File: config.mk
export PLATFORM = sky130hd
export DESIGN_NAME = iidt_decoder
export DESIGN_NICKNAME = d
export VERILOG_FILES = /design/src/iidt_pkg.sv /design/src/iidt_cls_if.sv /design/src/iidt_classify.sv /design/src/iidt_cycle_timer.sv /design/src/iidt_decoder.sv
export SDC_FILE = /design/constraint.sdc
export NUM_CORES = 1
export LEC_CHECK = 0
export BUFFER_PORTS_ARGS = -buffer_cell sky130_fd_sc_hd__buf_2
export CORE_ASPECT_RATIO = 0.9
export CORE_UTILIZATION = 50
export CTS_CLUSTER_DIAMETER = 120
export CTS_CLUSTER_SIZE = 25
export DETAILED_ROUTE_END_ITERATION = 8
export GPL_TIMING_DRIVEN = 0
export PLACE_DENSITY = 0.71
export SLEW_MARGIN = 40
export SYNTH_ARGS = -nofsm -noshare
export SYNTH_HDL_FRONTEND = slang
export SYNTH_SLANG_ARGS = --single-unit
File: constraint.sdc
create_clock -name clk_sys -period 6.2 [get_ports clk_sys]
set_input_delay 1.24 -clock clk_sys [delete_from_list [all_inputs] [get_ports clk_sys]]
set_output_delay 1.24 -clock clk_sys [all_outputs]
set_load 0.02 [all_outputs]
File: src/iidt_pkg.sv
// Shared constants and types for the integer instruction decode timing block
package iidt_pkg;
	localparam int CYC_W = 20;
	localparam int REP_W = 16;
	localparam int FLG_W = 9;

	typedef enum logic [4:0] {
		OP_OTHER, OP_INVALID, OP_POPA, OP_PUSHA, OP_POPF, OP_PUSHF, OP_RDTSC, OP_RDMSR,
		OP_REP_LODS, OP_REP_INS, OP_RCL, OP_RCR, OP_PUSH_RM, OP_PUSH_REG, OP_POP_RM,
		OP_POP_REG, OP_POP_SEG, OP_PUSH_SEG
	} iidt_op_t;

	typedef enum logic [2:0] {
		ST_IDLE = 3'b000,
		ST_MODRM = 3'b001,
		ST_IMM = 3'b011,
		ST_EXEC = 3'b010,
		ST_ESC = 3'b100
	} iidt_state_t;

	// Opcode bytes and opcode fields
	localparam logic [7:0] OPC_ESC = 8'h0f;
	localparam logic [7:0] OPC2_INVALID = 8'hff;
	localparam logic [7:0] OPC2_RDTSC = 8'h31;
	localparam logic [7:0] OPC2_RDMSR = 8'h32;
	localparam logic [7:0] OPC_POPA = 8'h61;
	localparam logic [7:0] OPC_PUSHA = 8'h60;
	localparam logic [7:0] OPC_POPF = 8'h9d;
	localparam logic [7:0] OPC_PUSHF = 8'h9c;
	localparam logic [7:0] OPC_LOCK = 8'hf0;
	localparam logic [7:0] OPC_REP = 8'hf3;
	localparam logic [7:0] OPC_GRP_PUSH = 8'hff;
	localparam logic [7:0] OPC_GRP_POP = 8'h8f;
	localparam logic [6:0] OPH_LODS = 7'h56;
	localparam logic [6:0] OPH_INS = 7'h36;
	localparam logic [6:0] OPH_ROT_BY1 = 7'h68;
	localparam logic [6:0] OPH_ROT_CL = 7'h69;
	localparam logic [6:0] OPH_ROT_IMM = 7'h60;
	localparam logic [4:0] OPH_PUSH_REG = 5'h0a;
	localparam logic [4:0] OPH_POP_REG = 5'h0b;
	localparam logic [2:0] OPH_SEG = 3'h0;
	localparam logic [2:0] OPL_SEG_POP = 3'h7;
	localparam logic [2:0] OPL_SEG_PUSH = 3'h6;
	localparam logic [1:0] SREG2_CS = 2'h1;
	localparam logic [2:0] REG_RCL = 3'h2;
	localparam logic [2:0] REG_RCR = 3'h3;
	localparam logic [2:0] REG_PUSH = 3'h6;
	localparam logic [2:0] REG_POP = 3'h0;
	localparam logic [1:0] MOD_REG = 2'h3;

	// Core clocks per instruction, cache hit assumed
	localparam logic [7:0] CYC_ONE = 8'h01;
	localparam logic [7:0] CYC_POPA = 8'h09;
	localparam logic [7:0] CYC_PUSHA = 8'h0b;
	localparam logic [7:0] CYC_POPF = 8'h08;
	localparam logic [7:0] CYC_PUSHF = 8'h02;
	localparam logic [7:0] CYC_INV_REAL = 8'h01;
	localparam logic [7:0] CYC_INV_MIN = 8'h08;
	localparam logic [7:0] CYC_INV_MAX = 8'h7d;
	localparam logic [7:0] CYC_LODS_BASE = 8'h09;
	localparam logic [2:0] CYC_LODS_PER = 3'h2;
	localparam logic [7:0] CYC_INS_BASE = 8'h11;
	localparam logic [7:0] CYC_INS_BASE_CHK = 8'h20;
	localparam logic [2:0] CYC_INS_PER = 3'h4;
	localparam logic [7:0] CYC_RCL_BY1 = 8'h03;
	localparam logic [7:0] CYC_RCR_BY1 = 8'h04;
	localparam logic [7:0] CYC_ROT_MULTI = 8'h08;
	localparam logic [7:0] CYC_PUSH_MEM = 8'h03;
	localparam logic [7:0] CYC_POP_MEM = 8'h04;
	localparam logic [7:0] CYC_POP_SEG_PROT = 8'h06;
	localparam logic [7:0] CYC_RDTSC = 8'h01;
	localparam logic [7:0] CYC_RDMSR = 8'h01;

	// Flag positions: OF DF IF TF SF ZF AF PF CF
	localparam int FLG_CF = 0;
	localparam int FLG_TF = 5;
	localparam int FLG_IF = 6;
	localparam int FLG_OF = 8;
	localparam logic [8:0] FLG_ALL = 9'h1ff;
	localparam logic [8:0] FLG_NONE = 9'h000;
endpackage

File: src/iidt_cls_if.sv
// Carrier between the decoder sequencer and its opcode classifier
`timescale 1ns/1ps
interface iidt_cls_if;
	logic [7:0] opcode;
	logic [7:0] modrm;
	logic escaped;
	logic rep;
	logic prot;
	logic io_slow;
	iidt_pkg::iidt_op_t op;
	logic [7:0] base_cyc;
	logic [2:0] per_cyc;
	logic use_n;
	logic needs_modrm;
	logic needs_imm;
	logic wide;
	logic [8:0] flg_clr;
	logic [8:0] flg_alt;

	modport classifier (
		input opcode, modrm, escaped, rep, prot, io_slow,
		output op, base_cyc, per_cyc, use_n, needs_modrm, needs_imm, wide, flg_clr, flg_alt
	);
	modport user (
		output opcode, modrm, escaped, rep, prot, io_slow,
		input op, base_cyc, per_cyc, use_n, needs_modrm, needs_imm, wide, flg_clr, flg_alt
	);
endinterface

File: src/iidt_classify.sv
// Opcode classifier: operation, clock cost and flag effect per opcode
`timescale 1ns/1ps
module iidt_classify (
	iidt_cls_if.classifier cls
);
	logic [2:0] reg_fld;
	logic by1;

	always_comb begin
		reg_fld = cls.modrm[5:3];
		by1 = (cls.opcode[7:1] == iidt_pkg::OPH_ROT_BY1);
		cls.op = iidt_pkg::OP_OTHER;
		cls.base_cyc = iidt_pkg::CYC_ONE;
		cls.per_cyc = 3'h0;
		cls.use_n = 1'b0;
		cls.needs_modrm = 1'b0;
		cls.needs_imm = (cls.opcode[7:1] == iidt_pkg::OPH_ROT_IMM) && !cls.escaped;
		cls.wide = cls.opcode[0];
		cls.flg_clr = iidt_pkg::FLG_NONE;
		cls.flg_alt = iidt_pkg::FLG_NONE;
		if (cls.escaped) begin
			case (cls.opcode)
				iidt_pkg::OPC2_INVALID: begin
					cls.op = iidt_pkg::OP_INVALID;
					cls.base_cyc = iidt_pkg::CYC_INV_REAL;
					cls.flg_clr[iidt_pkg::FLG_TF] = 1'b1;
					cls.flg_alt[iidt_pkg::FLG_IF] = 1'b1;
				end
				iidt_pkg::OPC2_RDTSC: begin
					cls.op = iidt_pkg::OP_RDTSC;
					cls.base_cyc = iidt_pkg::CYC_RDTSC;
				end
				iidt_pkg::OPC2_RDMSR: begin
					cls.op = iidt_pkg::OP_RDMSR;
					cls.base_cyc = iidt_pkg::CYC_RDMSR;
				end
				default: cls.op = iidt_pkg::OP_OTHER;
			endcase
		end else if (cls.opcode == iidt_pkg::OPC_POPA) begin
			cls.op = iidt_pkg::OP_POPA;
			cls.base_cyc = iidt_pkg::CYC_POPA;
		end else if (cls.opcode == iidt_pkg::OPC_PUSHA) begin
			cls.op = iidt_pkg::OP_PUSHA;
			cls.base_cyc = iidt_pkg::CYC_PUSHA;
		end else if (cls.opcode == iidt_pkg::OPC_POPF) begin
			cls.op = iidt_pkg::OP_POPF;
			cls.base_cyc = iidt_pkg::CYC_POPF;
			cls.flg_alt = iidt_pkg::FLG_ALL;
		end else if (cls.opcode == iidt_pkg::OPC_PUSHF) begin
			cls.op = iidt_pkg::OP_PUSHF;
			cls.base_cyc = iidt_pkg::CYC_PUSHF;
		end else if (cls.rep && cls.opcode[7:1] == iidt_pkg::OPH_LODS) begin
			cls.op = iidt_pkg::OP_REP_LODS;
			cls.base_cyc = iidt_pkg::CYC_LODS_BASE;
			cls.per_cyc = iidt_pkg::CYC_LODS_PER;
			cls.use_n = 1'b1;
		end else if (cls.rep && cls.opcode[7:1] == iidt_pkg::OPH_INS) begin
			cls.op = iidt_pkg::OP_REP_INS;
			cls.base_cyc = (cls.prot && cls.io_slow) ? iidt_pkg::CYC_INS_BASE_CHK :
				iidt_pkg::CYC_INS_BASE;
			cls.per_cyc = iidt_pkg::CYC_INS_PER;
			cls.use_n = 1'b1;
		end else if (cls.opcode[7:1] == iidt_pkg::OPH_ROT_BY1 ||
			cls.opcode[7:1] == iidt_pkg::OPH_ROT_CL ||
			cls.opcode[7:1] == iidt_pkg::OPH_ROT_IMM) begin
			cls.needs_modrm = 1'b1;
			if (reg_fld == iidt_pkg::REG_RCL || reg_fld == iidt_pkg::REG_RCR) begin
				cls.op = (reg_fld == iidt_pkg::REG_RCL) ? iidt_pkg::OP_RCL : iidt_pkg::OP_RCR;
				cls.base_cyc = !by1 ? iidt_pkg::CYC_ROT_MULTI :
					(reg_fld == iidt_pkg::REG_RCL) ? iidt_pkg::CYC_RCL_BY1 :
					iidt_pkg::CYC_RCR_BY1;
				cls.flg_alt[iidt_pkg::FLG_OF] = 1'b1;
				cls.flg_alt[iidt_pkg::FLG_CF] = 1'b1;
			end
		end else if (cls.opcode == iidt_pkg::OPC_GRP_PUSH) begin
			cls.needs_modrm = 1'b1;
			if (reg_fld == iidt_pkg::REG_PUSH) begin
				cls.op = iidt_pkg::OP_PUSH_RM;
				cls.base_cyc = (cls.modrm[7:6] == iidt_pkg::MOD_REG) ? iidt_pkg::CYC_ONE :
					iidt_pkg::CYC_PUSH_MEM;
			end
		end else if (cls.opcode == iidt_pkg::OPC_GRP_POP) begin
			cls.needs_modrm = 1'b1;
			if (reg_fld == iidt_pkg::REG_POP) begin
				cls.op = iidt_pkg::OP_POP_RM;
				cls.base_cyc = (cls.modrm[7:6] == iidt_pkg::MOD_REG) ? iidt_pkg::CYC_ONE :
					iidt_pkg::CYC_POP_MEM;
			end
		end else if (cls.opcode[7:3] == iidt_pkg::OPH_PUSH_REG) begin
			cls.op = iidt_pkg::OP_PUSH_REG;
		end else if (cls.opcode[7:3] == iidt_pkg::OPH_POP_REG) begin
			cls.op = iidt_pkg::OP_POP_REG;
		end else if (cls.opcode[7:5] == iidt_pkg::OPH_SEG &&
			cls.opcode[2:0] == iidt_pkg::OPL_SEG_POP && cls.opcode[4:3] != iidt_pkg::SREG2_CS) begin
			cls.op = iidt_pkg::OP_POP_SEG;
			cls.base_cyc = cls.prot ? iidt_pkg::CYC_POP_SEG_PROT : iidt_pkg::CYC_ONE;
		end else if (cls.opcode[7:5] == iidt_pkg::OPH_SEG &&
			cls.opcode[2:0] == iidt_pkg::OPL_SEG_PUSH) begin
			cls.op = iidt_pkg::OP_PUSH_SEG;
		end
	end
endmodule

File: src/iidt_cycle_timer.sv
// Execution clock counter: holds busy for a loaded number of core clocks
`timescale 1ns/1ps
module iidt_cycle_timer (
	input wire logic clk_sys,
	input wire logic reset,
	input wire logic start,
	input wire logic [19:0] load,
	output logic busy,
	output logic done
);
	logic [19:0] cnt_reg;
	logic [19:0] len_reg;
	logic [19:0] elapsed_reg;

	always_ff @(posedge clk_sys or posedge reset) begin
		if (reset) begin
			cnt_reg <= 20'h00000;
			len_reg <= 20'h00000;
		end else if (start) begin
			cnt_reg <= load;
			len_reg <= load;
		end else if (cnt_reg != 20'h00000) begin
			cnt_reg <= cnt_reg - 20'h00001;
		end
	end

	assign busy = (cnt_reg != 20'h00000);
	assign done = (cnt_reg == 20'h00001);

	// Helper: clocks since start
	always_ff @(posedge clk_sys or posedge reset) begin
		if (reset) begin
			elapsed_reg <= 20'h00000;
		end else if (start) begin
			elapsed_reg <= 20'h00001;
		end else if (busy) begin
			elapsed_reg <= elapsed_reg + 20'h00001;
		end
	end

	property p_timer_len;
		@(posedge clk_sys) disable iff (reset) done |-> elapsed_reg == len_reg;
	endproperty
	a_timer_len: assert property (p_timer_len) else $error("done at wrong clock count");
endmodule

File: src/iidt_decoder.sv
// Integer decoder and sequencer for one slice of the instruction table
`timescale 1ns/1ps
module iidt_decoder (
	input wire logic clk_sys,
	input wire logic reset,
	input wire logic [7:0] instr_byte,
	input wire logic instr_valid,
	output logic instr_ready,
	input wire logic prot_mode,
	input wire logic cache_hit,
	input wire logic [7:0] miss_cycles,
	input wire logic [15:0] rep_count,
	input wire logic io_priv_slow,
	input wire logic [7:0] fault_cycles,
	output logic busy,
	output logic exec_done,
	output iidt_pkg::iidt_op_t exec_op,
	output logic exec_wide,
	output logic exec_lock,
	output logic [19:0] exec_cycles,
	output logic [8:0] flags_clear,
	output logic [8:0] flags_alter
);
	iidt_pkg::iidt_state_t state_reg;
	iidt_pkg::iidt_state_t state_next;
	logic lock_reg;
	logic rep_reg;
	logic [7:0] opc_reg;
	logic [7:0] modrm_reg;
	iidt_pkg::iidt_op_t op_reg;
	logic wide_reg;
	logic [19:0] cycles_reg;
	logic [8:0] clr_reg;
	logic [8:0] alt_reg;
	logic take;
	logic launch;
	logic [7:0] inv_prot_cyc;
	logic [7:0] base_eff;
	logic [19:0] n_term;
	logic [19:0] total;
	logic timer_busy;
	logic timer_done;

	iidt_cls_if cls();

	iidt_classify u_classify (
		.cls(cls)
	);

	iidt_cycle_timer u_timer (
		.clk_sys(clk_sys),
		.reset(reset),
		.start(launch),
		.load(total),
		.busy(timer_busy),
		.done(timer_done)
	);

	// ************************************************************
	// Byte intake and classification inputs
	// ************************************************************
	// No byte is taken while an instruction is counting its clocks
	assign instr_ready = (state_reg != iidt_pkg::ST_EXEC);
	assign take = instr_valid && instr_ready;

	assign cls.opcode = (state_reg == iidt_pkg::ST_IDLE || state_reg == iidt_pkg::ST_ESC) ?
		instr_byte : opc_reg;
	assign cls.modrm = (state_reg == iidt_pkg::ST_MODRM) ? instr_byte : modrm_reg;
	assign cls.escaped = (state_reg == iidt_pkg::ST_ESC);
	assign cls.rep = rep_reg;
	assign cls.prot = prot_mode;
	assign cls.io_slow = io_priv_slow;

	// ************************************************************
	// Sequencer
	// ************************************************************
	always_comb begin
		state_next = state_reg;
		launch = 1'b0;
		case (state_reg)
			iidt_pkg::ST_IDLE: begin
				if (take) begin
					if (instr_byte == iidt_pkg::OPC_ESC) begin
						state_next = iidt_pkg::ST_ESC;
					end else if (instr_byte == iidt_pkg::OPC_LOCK ||
						instr_byte == iidt_pkg::OPC_REP) begin
						state_next = iidt_pkg::ST_IDLE;
					end else if (cls.needs_modrm) begin
						state_next = iidt_pkg::ST_MODRM;
					end else begin
						launch = 1'b1;
					end
				end
			end
			iidt_pkg::ST_ESC: begin
				launch = take;
			end
			iidt_pkg::ST_MODRM: begin
				if (take) begin
					if (cls.needs_imm) begin
						state_next = iidt_pkg::ST_IMM;
					end else begin
						launch = 1'b1;
					end
				end
			end
			iidt_pkg::ST_IMM: begin
				launch = take;
			end
			iidt_pkg::ST_EXEC: begin
				if (timer_done) begin
					state_next = iidt_pkg::ST_IDLE;
				end
			end
			default: state_next = iidt_pkg::ST_IDLE;
		endcase
		if (launch) begin
			state_next = iidt_pkg::ST_EXEC;
		end
	end

	always_ff @(posedge clk_sys or posedge reset) begin
		if (reset) begin
			state_reg <= iidt_pkg::ST_IDLE;
		end else begin
			state_reg <= state_next;
		end
	end

	// ************************************************************
	// Prefix capture
	// ************************************************************
	// Prefixes live until the instruction they precede retires
	always_ff @(posedge clk_sys or posedge reset) begin
		if (reset) begin
			lock_reg <= 1'b0;
			rep_reg <= 1'b0;
		end else if (timer_done) begin
			lock_reg <= 1'b0;
			rep_reg <= 1'b0;
		end else if (take && state_reg == iidt_pkg::ST_IDLE) begin
			if (instr_byte == iidt_pkg::OPC_LOCK) begin
				lock_reg <= 1'b1;
			end
			if (instr_byte == iidt_pkg::OPC_REP) begin
				rep_reg <= 1'b1;
			end
		end
	end

	// ************************************************************
	// Opcode and operand byte capture
	// ************************************************************
	always_ff @(posedge clk_sys or posedge reset) begin
		if (reset) begin
			opc_reg <= 8'h00;
			modrm_reg <= 8'h00;
		end else if (take) begin
			if (state_reg == iidt_pkg::ST_IDLE) begin
				opc_reg <= instr_byte;
			end
			if (state_reg == iidt_pkg::ST_MODRM) begin
				modrm_reg <= instr_byte;
			end
		end
	end

	// ************************************************************
	// Clock cost
	// ************************************************************
	// protected fault time bounded
	assign inv_prot_cyc = (fault_cycles < iidt_pkg::CYC_INV_MIN) ? iidt_pkg::CYC_INV_MIN :
		(fault_cycles > iidt_pkg::CYC_INV_MAX) ? iidt_pkg::CYC_INV_MAX : fault_cycles;
	assign base_eff = (cls.op == iidt_pkg::OP_INVALID && prot_mode) ? inv_prot_cyc :
		cls.base_cyc;
	assign n_term = cls.use_n ? 20'(20'(cls.per_cyc) * 20'(rep_count)) : 20'h00000;
	assign total = 20'(base_eff) + n_term + (cache_hit ? 20'h00000 : 20'(miss_cycles));

	// ************************************************************
	// Result registers
	// ************************************************************
	always_ff @(posedge clk_sys or posedge reset) begin
		if (reset) begin
			op_reg <= iidt_pkg::OP_OTHER;
			wide_reg <= 1'b0;
			cycles_reg <= 20'h00000;
			clr_reg <= iidt_pkg::FLG_NONE;
			alt_reg <= iidt_pkg::FLG_NONE;
		end else if (launch) begin
			op_reg <= cls.op;
			wide_reg <= cls.wide;
			cycles_reg <= total;
			clr_reg <= cls.flg_clr;
			alt_reg <= cls.flg_alt;
		end
	end

	assign busy = timer_busy;
	assign exec_done = timer_done;
	assign exec_op = op_reg;
	assign exec_wide = wide_reg;
	assign exec_lock = lock_reg && (state_reg == iidt_pkg::ST_EXEC);
	assign exec_cycles = cycles_reg;
	assign flags_clear = clr_reg;
	assign flags_alter = alt_reg;

	// ************************************************************
	// Checks
	// ************************************************************
	property p_invalid_prot;
		@(posedge clk_sys) disable iff (reset)
		launch && cls.op == iidt_pkg::OP_INVALID && prot_mode && cache_hit |=>
		exec_cycles >= 20'd8 && exec_cycles <= 20'd125 && flags_clear[5] && flags_alter[6];
	endproperty
	a_invalid_prot: assert property (p_invalid_prot) else $error("invalid opcode cost");

	property p_popa;
		@(posedge clk_sys) disable iff (reset)
		launch && cls.op == iidt_pkg::OP_POPA && cache_hit |=> ##8 exec_done;
	endproperty
	a_popa: assert property (p_popa) else $error("pop all not 9 clocks");

	property p_pusha;
		@(posedge clk_sys) disable iff (reset)
		launch && cls.op == iidt_pkg::OP_PUSHA && cache_hit |=> busy ##10 exec_done ##1 !busy;
	endproperty
	a_pusha: assert property (p_pusha) else $error("push all not 11 clocks");

	property p_popf;
		@(posedge clk_sys) disable iff (reset)
		launch && cls.op == iidt_pkg::OP_POPF && cache_hit |=>
		exec_cycles == 20'd8 && flags_alter == 9'h1ff;
	endproperty
	a_popf: assert property (p_popf) else $error("flag load wrong");

	property p_pushf;
		@(posedge clk_sys) disable iff (reset)
		launch && cls.op == iidt_pkg::OP_PUSHF && cache_hit |=> !exec_done ##1 exec_done;
	endproperty
	a_pushf: assert property (p_pushf) else $error("flag store not 2 clocks");

	property p_no_flags;
		@(posedge clk_sys) disable iff (reset)
		launch && (cls.op == iidt_pkg::OP_RDTSC || cls.op == iidt_pkg::OP_RDMSR) |=>
		flags_alter == 9'h000 && flags_clear == 9'h000;
	endproperty
	a_no_flags: assert property (p_no_flags) else $error("read op touched flags");

	property p_lock;
		@(posedge clk_sys) disable iff (reset)
		take && state_reg == iidt_pkg::ST_IDLE && instr_byte == 8'hf0 |=>
		lock_reg throughout (state_reg != iidt_pkg::ST_EXEC) [*1] ##0 lock_reg;
	endproperty
	a_lock: assert property (p_lock) else $error("lock prefix lost");

	property p_lods;
		@(posedge clk_sys) disable iff (reset)
		launch && cls.op == iidt_pkg::OP_REP_LODS && cache_hit |=>
		exec_cycles == 20'd9 + 20'd2 * 20'($past(rep_count));
	endproperty
	a_lods: assert property (p_lods) else $error("repeated load cost");

	property p_rcl;
		@(posedge clk_sys) disable iff (reset)
		launch && cls.op == iidt_pkg::OP_RCL && cache_hit |=>
		exec_cycles == ($past(opc_reg[7:1]) == 7'h68 ? 20'd3 : 20'd8);
	endproperty
	a_rcl: assert property (p_rcl) else $error("rotate left cost");

	property p_rcr;
		@(posedge clk_sys) disable iff (reset)
		launch && cls.op == iidt_pkg::OP_RCR && cache_hit |=>
		exec_cycles == ($past(opc_reg[7:1]) == 7'h68 ? 20'd4 : 20'd8);
	endproperty
	a_rcr: assert property (p_rcr) else $error("rotate right cost");

	property p_seg_pop;
		@(posedge clk_sys) disable iff (reset)
		launch && cls.op == iidt_pkg::OP_POP_SEG && cache_hit |=>
		exec_cycles == ($past(prot_mode) ? 20'd6 : 20'd1);
	endproperty
	a_seg_pop: assert property (p_seg_pop) else $error("segment pop cost");
endmodule

==> run_results.csv, run 1 <==
group,metric,value,unit
outcome,status,"finished, final reports clean",
synth,netlist_area,6230,µm²
route,wl_per_cell,18.3,µm
synth,synth_common_cells,"87 x nand2_1, 68 x dfrtp_1, 58 x nor2_1",
synth,synth_top_area_share,27.3,%
grt,grt-ovfl-total,0,
placement,post-dp-hpwl,14.4,mm
route,vias,6130,
placement,io_buffers,80,
die,die_h,108,µm
worst_setup_path,crit_type,"in2reg",
worst_setup_path,required,6420,ps
grt,grt_pass1_wl,29.0,mm
synth,synth_area_per_cell,8.46,µm²
route,first_iter_violations,549,
clocking,clkLatencyLatePin,340,ps
sta,finalCritPeriodShare,96.1,%
synth,yosys_register_bits,68,
synth,ys_async_sr_fraction,100,%
grt,grt_max_degree,47,
final_layout,area_delta_synth_final,25.0,%
clocking,cts.path.max_buffers,2,
synth,yosysMostFrequentCell,"nand2_1",
run,max_cap_violations,0,
die,dieArea,12900,µm²
synth,yosysWarningCount,0,
sta,finalMaxSlewViolations,0,
sta,hold_ws,465,ps
route,detail_route.first_pass.iterations,6,
route,postRouteWirelength,18.7,mm
final_layout,antenna_cells,0,
final_layout,layout.nets,950,
pwr,peakVddDrop,0.214,mV
grt,grt_pass1_vias,5494,
worst_setup_path,cp-start-kind,"input pin",
clocking,cts.sinks,68,
die,ios,94,
final_layout,layout-drive-gt1-share,27.5,%
route,viasPerCell,6.02,
synth,synth_enable_flop_cells,0,
sta,finalClockSkew,7.65,ps
die,core,12100,µm²
grt,track_usage,29.1,%
die,dieWidth,120,µm
synth,synthTopCellsByArea,"dfrtp_1 27%, ha_1 8.2%, nand2_1 5.2%",
synth,ys_seq_area_share,27.3,%
sta,max_freq,168,MHz
clocking,cts_max_level,3,
route,ant_nets,0,
clocking,cts_root_buffer,"clkbuf_16",
placement,postPlaceCellArea,6940,µm²
sta,setup_viol,0,
worst_setup_path,cp.arrival,6180,ps
worst_setup_path,end_kind,"register",
pwr,p_leak,0.00371,µW
sta,relSlewSlack,48.9,%
die,initial_core_util,51.4,%
sta,hold_violations,0,
sta,fin_crit,5960,ps
synth,synth_top_area_cell,"dfrtp_1",
hold_path,hold_class,"reg2reg",
die,rows,38,
placement,routabilityCongestion,0.907,
final_layout,finalInstanceArea,7790,µm²
route,drc,0,
pwr,p_per_area,355,nW/µm²
clocking,clk_pin_slew,60,ps
synth,synth_top_flop_cell,"dfrtp_1",
clocking,cts_tree,"built",
final_layout,fillers,1031,
worst_setup_path,reg2reg_slack,270,ps
sta,worst_pin_slew,745,ps
clocking,cts_buffers,9,
worst_setup_path,worstPathMaxFanout,10,
pwr,power,2760,µW
synth,ys_types,82,
synth,synth_cells,737,
grt,antenna_found_initial,0,
worst max-delay path: stages:
cell      delay (ps)
clkbuf_2         210
mux2_4           370
nor4_4           460
nor3_4           110
clkbuf_2         200
and3_1           220
ha_4             280
ha_4             120
inv_1             50
fa_2             350
nand2b_4         160
nand2b_1          90
a21oi_2           60
xor2_1           140
nor2_1           140
fa_1             480
ha_4             270
or3_1            370
o21ai_2           90
a21o_1           160
or3_1            120
nand4_1          120
xnor2_2          240
o22ai_1          120
worst paths after layout:
kind / end / startpoint / cells past startpoint
max: u_timer.cnt_reg[10]$_DFFE_PP0P_ / instr_byte[1] / 24
min: exec_cycles[8]$_DFFE_PP0P_ / exec_cycles[8]$_DFFE_PP0P_ / 2
max reg2reg: u_timer.cnt_reg[15]$_DFFE_PP0P_ / state_reg[1]$_DFFE_PP0P_ / 21
min reg2reg: exec_cycles[8]$_DFFE_PP0P_ / exec_cycles[8]$_DFFE_PP0P_ / 2
max in group asynchronous: u_timer.cnt_reg[10]$_DFFE_PP0P_ / reset / 3
min in group asynchronous: state_reg[2]$_DFFE_PP0P_ / reset / 2
cells in the final DEF, fill, tap and decap left out, types with 5 or more instances in the layout:
master	n
nand2_1	86
xor2_1	15
a21oi_1	27
nand4_1	5
o22ai_1	8
xnor2_1	22
clkbuf_1	9
ha_4	5
nand2b_1	8
or4_1	5
buf_2	86
inv_1	23
o21a_1	8
nand3_1	21
and2_1	20
clkbuf_16	9
a21o_1	6
o21ai_2	5
nor4_4	7
ha_1	36
a211oi_1	6
nor4_1	6
o211a_1	5
nor2_1	54
o21ai_0	41
conb_1	9
and3_1	19
buf_6	6
nor2b_1	12
fa_1	8
mux2i_1	7
a31oi_1	8
mux2_2	11
o211ai_1	6
dfrtp_1	68
buf_4	36
nor3_1	16
logic make-up after synthesis:
family,after synthesis,share of synthesized area [%]
compound gates,178,19.5
buf+inv,71,6.04
mux,21,3.61
fa+ha+maj,50,11.1
simple gates,309,26.9
other cells,1,0.0601
flops,68,27.3
xor+xnor,39,5.48
repair_timing:
action / in CTS / in global routing
setup buffers: 8 / 11
hold buffers: 0 / 0
resized for setup: 33 / 52
setup endpoints to repair: 28 / 26
pin swaps: 11 / 18
gates cloned: 0 / 0
layer usage:
| layer | up-vias | GRT usage [%] | share of wire [%] | wire, µm |
|---|---|---|---|---|
| met5 | - | 0 | 0 | 0 |
| met4 | 0 | 6.34 | 1.5 | 281 |
| met1 | 2925 | 43.6 | 48 | 9020 |
| li1 | 2907 | - | - | - |
| met3 | 24 | 6.86 | 7.7 | 1440 |
| met2 | 274 | 42.1 | 42 | 7920 |
final cells by class:
type / instances / area, µm² / area share (%)
buffer: 45 / 308 / 3.95
clock buffer: 9 / 225 / 2.89
clock inverter: 7 / 98.8 / 1.27
inverter: 24 / 92.6 / 1.19
multi-input combinational: 606 / 4600 / 59.1
sequential: 68 / 1700 / 21.8
tap: 160 / 200 / 2.57
timing repair buffer: 100 / 563 / 7.23
where the power goes:
| part | switching, µW | total, µW | internal (µW) | leakage [µW] |
|---|---|---|---|---|
| registers | 149 | 748 | 599 | 0.000875 |
| clock network | 207 | 561 | 354 | 0.000156 |
| logic | 896 | 1450 | 559 | 0.00268 |
| total | 1250 | 2760 | 1510 | 0.00371 |
per-stage QoR:
stage                     cells  setup slack (ps)  utilization (%)  setup TNS, ps
after global routing       1019             -67.0             64.3           -340
after floorplan             745              8.64                -              0
after detailed placement    986             -1230             57.2         -26580
final                      1019               244             64.3              0
after global placement      985             -1130             56.9         -24460
after CTS                  1009             0.528             61.6              0
Note: power is estimated with default switching activity, not from simulation.
==> inputs of run 2 (changes only) <==
- PLACE_DENSITY: 0.71 -> 0.7
- SYNTH_HIERARCHICAL: unset -> 1
==> run 2 against run 1 <==
The run now ends with setup timing left. Fmax is 9.0% lower. Sequential power is 28% lower. Synthesized cell count is 18% higher. Count of clock-buffer cells in the layout is 3 higher. Worst setup slack worse by 590 ps. Critical endpoint is now exec_cycles[16]$_DFFE_PP0P_. Largest cell class unchanged. Largest power group is now registers. Highest routed layer unchanged.
==> run_results.csv, run 2 <==
group,metric,value,unit
route,wl_met1,9.13,mm
worst_setup_path,reg2reg_depth,29,
route,drc,0,
sta,hold_violations,0,
worst_setup_path,crit_path_max_incr_delay,520,ps
die,die_h,116,µm
placement,place_inst,1165,
route,wl_met3,1.04,mm
sta,finalCritPeriodShare,106,%
outcome,failed_checks,"setup timing",
die,initial_core_util,51.3,%
clocking,cts_tree,"built",
grt,grt_max_degree,41,
worst_setup_path,required,6420,ps
sta,relSlewSlack,58.5,%
die,core,14000,µm²
clocking,clk_pin_slew,60,ps
sta,rsz0062_at_grt,"true",
synth,synth_cells,868,
route,route.met2.wl,8.58,mm
grt,grt_pass1_wl,30.3,mm
sta,finalWorstSetupSlack,-344,ps
worst_setup_path,end_kind,"register",
clocking,clkLatencyLatePin,350,ps
clocking,cts_max_level,3,
final_layout,antenna_cells,0,
clocking,cts_hold_buf,0,
clocking,cts_buffers,9,
worst_setup_path,critPathTopFamily,"simple AND/OR/NAND/NOR gates",
sta,hold_ws,468,ps
worst_setup_path,r2r-start,"state_reg[0]$_DFFE_PP0P_",
grt,track_usage,26.1,%
grt,antenna_found_initial,0,
die,rows,41,
worst_setup_path,worstPathMaxFanout,10,
hold_path,holdPathStages,2,
die,dieWidth,128,µm
worst_setup_path,cp-start-kind,"input pin",
sta,finalClockSkew,13.4,ps
pwr,peakVddDrop,0.128,mV
placement,io_buffers,93,
run,max_cap_violations,0,
outcome,status,"finished, violations left",
route,ant_nets,0,
final_layout,final_common_cell,"nand2_1",
route,postRouteWirelength,19.1,mm
placement,post-dp-hpwl,14.2,mm
grt,grt_pass1_vias,6041,
clocking,cts_root_buffer,"clkbuf_16",
worst_setup_path,reg2reg_to,"exec_cycles[16]$_DFFE_PP0P_",
die,dieArea,14800,µm²
placement,dpl_worst_slack,-1250,ps
final_layout,area_delta_synth_final,24.8,%
sta,worst_pin_slew,621,ps
final_layout,fillers,1210,
final_layout,layout_common_cells,"185 x nand2_1, 100 x buf_2, 82 x dfrtp_1",
final_layout,layout-drive-gt1-share,29.7,%
sta,fin_crit,6540,ps
sta,final.setup.tns,-2970,ps
placement,routabilityCongestion,0.940,
hold_path,min_to,"flags_clear[0]$_DFFE_PP0P_",
synth,synth_area_per_cell,8.27,µm²
route,detail_route.first_pass.iterations,5,
final_layout,utilization,63.9,%
final_layout,finalNonFillerCells,1213,
synth,netlist_area,7180,µm²
hold_path,worstHoldStart,"flags_clear[0]$_DFFE_PP0P_",
sta,finalMaxSlewViolations,0,
sta,setup_viol,15,
route,first_iter_violations,484,
pwr,p_leak,0.00448,µW
route,wl_per_cell,15.8,µm
clocking,cts.sinks,82,
hold_path,hold_class,"reg2reg",
worst_setup_path,slowest_stage,"fa_1",
die,ios,94,
synth,yosysWarningCount,6,
clocking,cts.path.max_buffers,2,
pwr,p_per_area,131,nW/µm²
worst_setup_path,reg2reg_slack,-280,ps
route,routed.top_layer,"met4",
final_layout,layout.nets,1114,
worst_setup_path,cp.arrival,6770,ps
route,viasPerCell,5.50,
route,vias,6666,
worst_setup_path,crit_type,"in2reg",
worst_setup_path,worst-path-buf-inv,6,
grt,grt-ovfl-total,0,
sta,max_freq,153,MHz
==> run 2: layout make-up <==
cell class	instances	area (µm²)	area share, %
multi-input combinational	691	5110	57.0
sequential	82	2050	22.9
timing repair buffer	127	747	8.34
buffer	43	285	3.19
clock buffer	12	256	2.86
tap	193	241	2.70
inverter	61	231	2.58
clock inverter	4	33.8	0.377
==> run 2: worst max-delay path by stage <==
stage / start / end / slack [ps] / depth (start not counted)
floorplan: instr_byte[4] / u_timer/cnt_reg[18]$_DFFE_PP0P_ / -360 / 28
global placement: instr_byte[1] / u_timer/cnt_reg[18]$_DFFE_PP0P_ / -1220 / 27
detailed placement: instr_byte[1] / u_timer/cnt_reg[18]$_DFFE_PP0P_ / -1250 / 26
CTS: instr_byte[4] / u_timer/cnt_reg[18]$_DFFE_PP0P_ / -310 / 29
global route: instr_byte[7] / exec_cycles[16]$_DFFE_PP0P_ / -560 / 27
finish: instr_byte[1] / exec_cycles[16]$_DFFE_PP0P_ / -340 / 27
==> run 2: power by group <==
part | internal [µW] | switching, µW
Clock | 297 | 226
Sequential | 535 | 0
Combinational | 47.0 | 66.9
==> run 2: layer usage <==
metal,up-vias,global-route usage (%)
li1,3270,-
met1,3145,37.8
met2,229,40.5
met3,22,4.71
met4,0,6.43
met5,-,0
==> run 2: per-stage QoR <==
stage	instance area [µm²]	total power, µW
CTS	8650	1180
global placement	8060	645
finish	8950	1170
detailed placement	8090	647
global route	8950	1220
floorplan	7350	607
==> run 2: worst min-delay path, cell delays in order (launching register included) <==
cell and delay (ps):
dfrtp_1 340, nand2_1 50, nand2_1 50
==> run 2: timing repair <==
| action | in CTS | in global routing |
|---|---|---|
| buffers inserted | 18 | 15 |
| gates cloned | 0 | 1 |
| setup endpoints to repair | 29 | 26 |
| endpoints found under the hold margin | 0 | 0 |
| pin swaps | 23 | 32 |
| gates resized for setup | 25 | 49 |
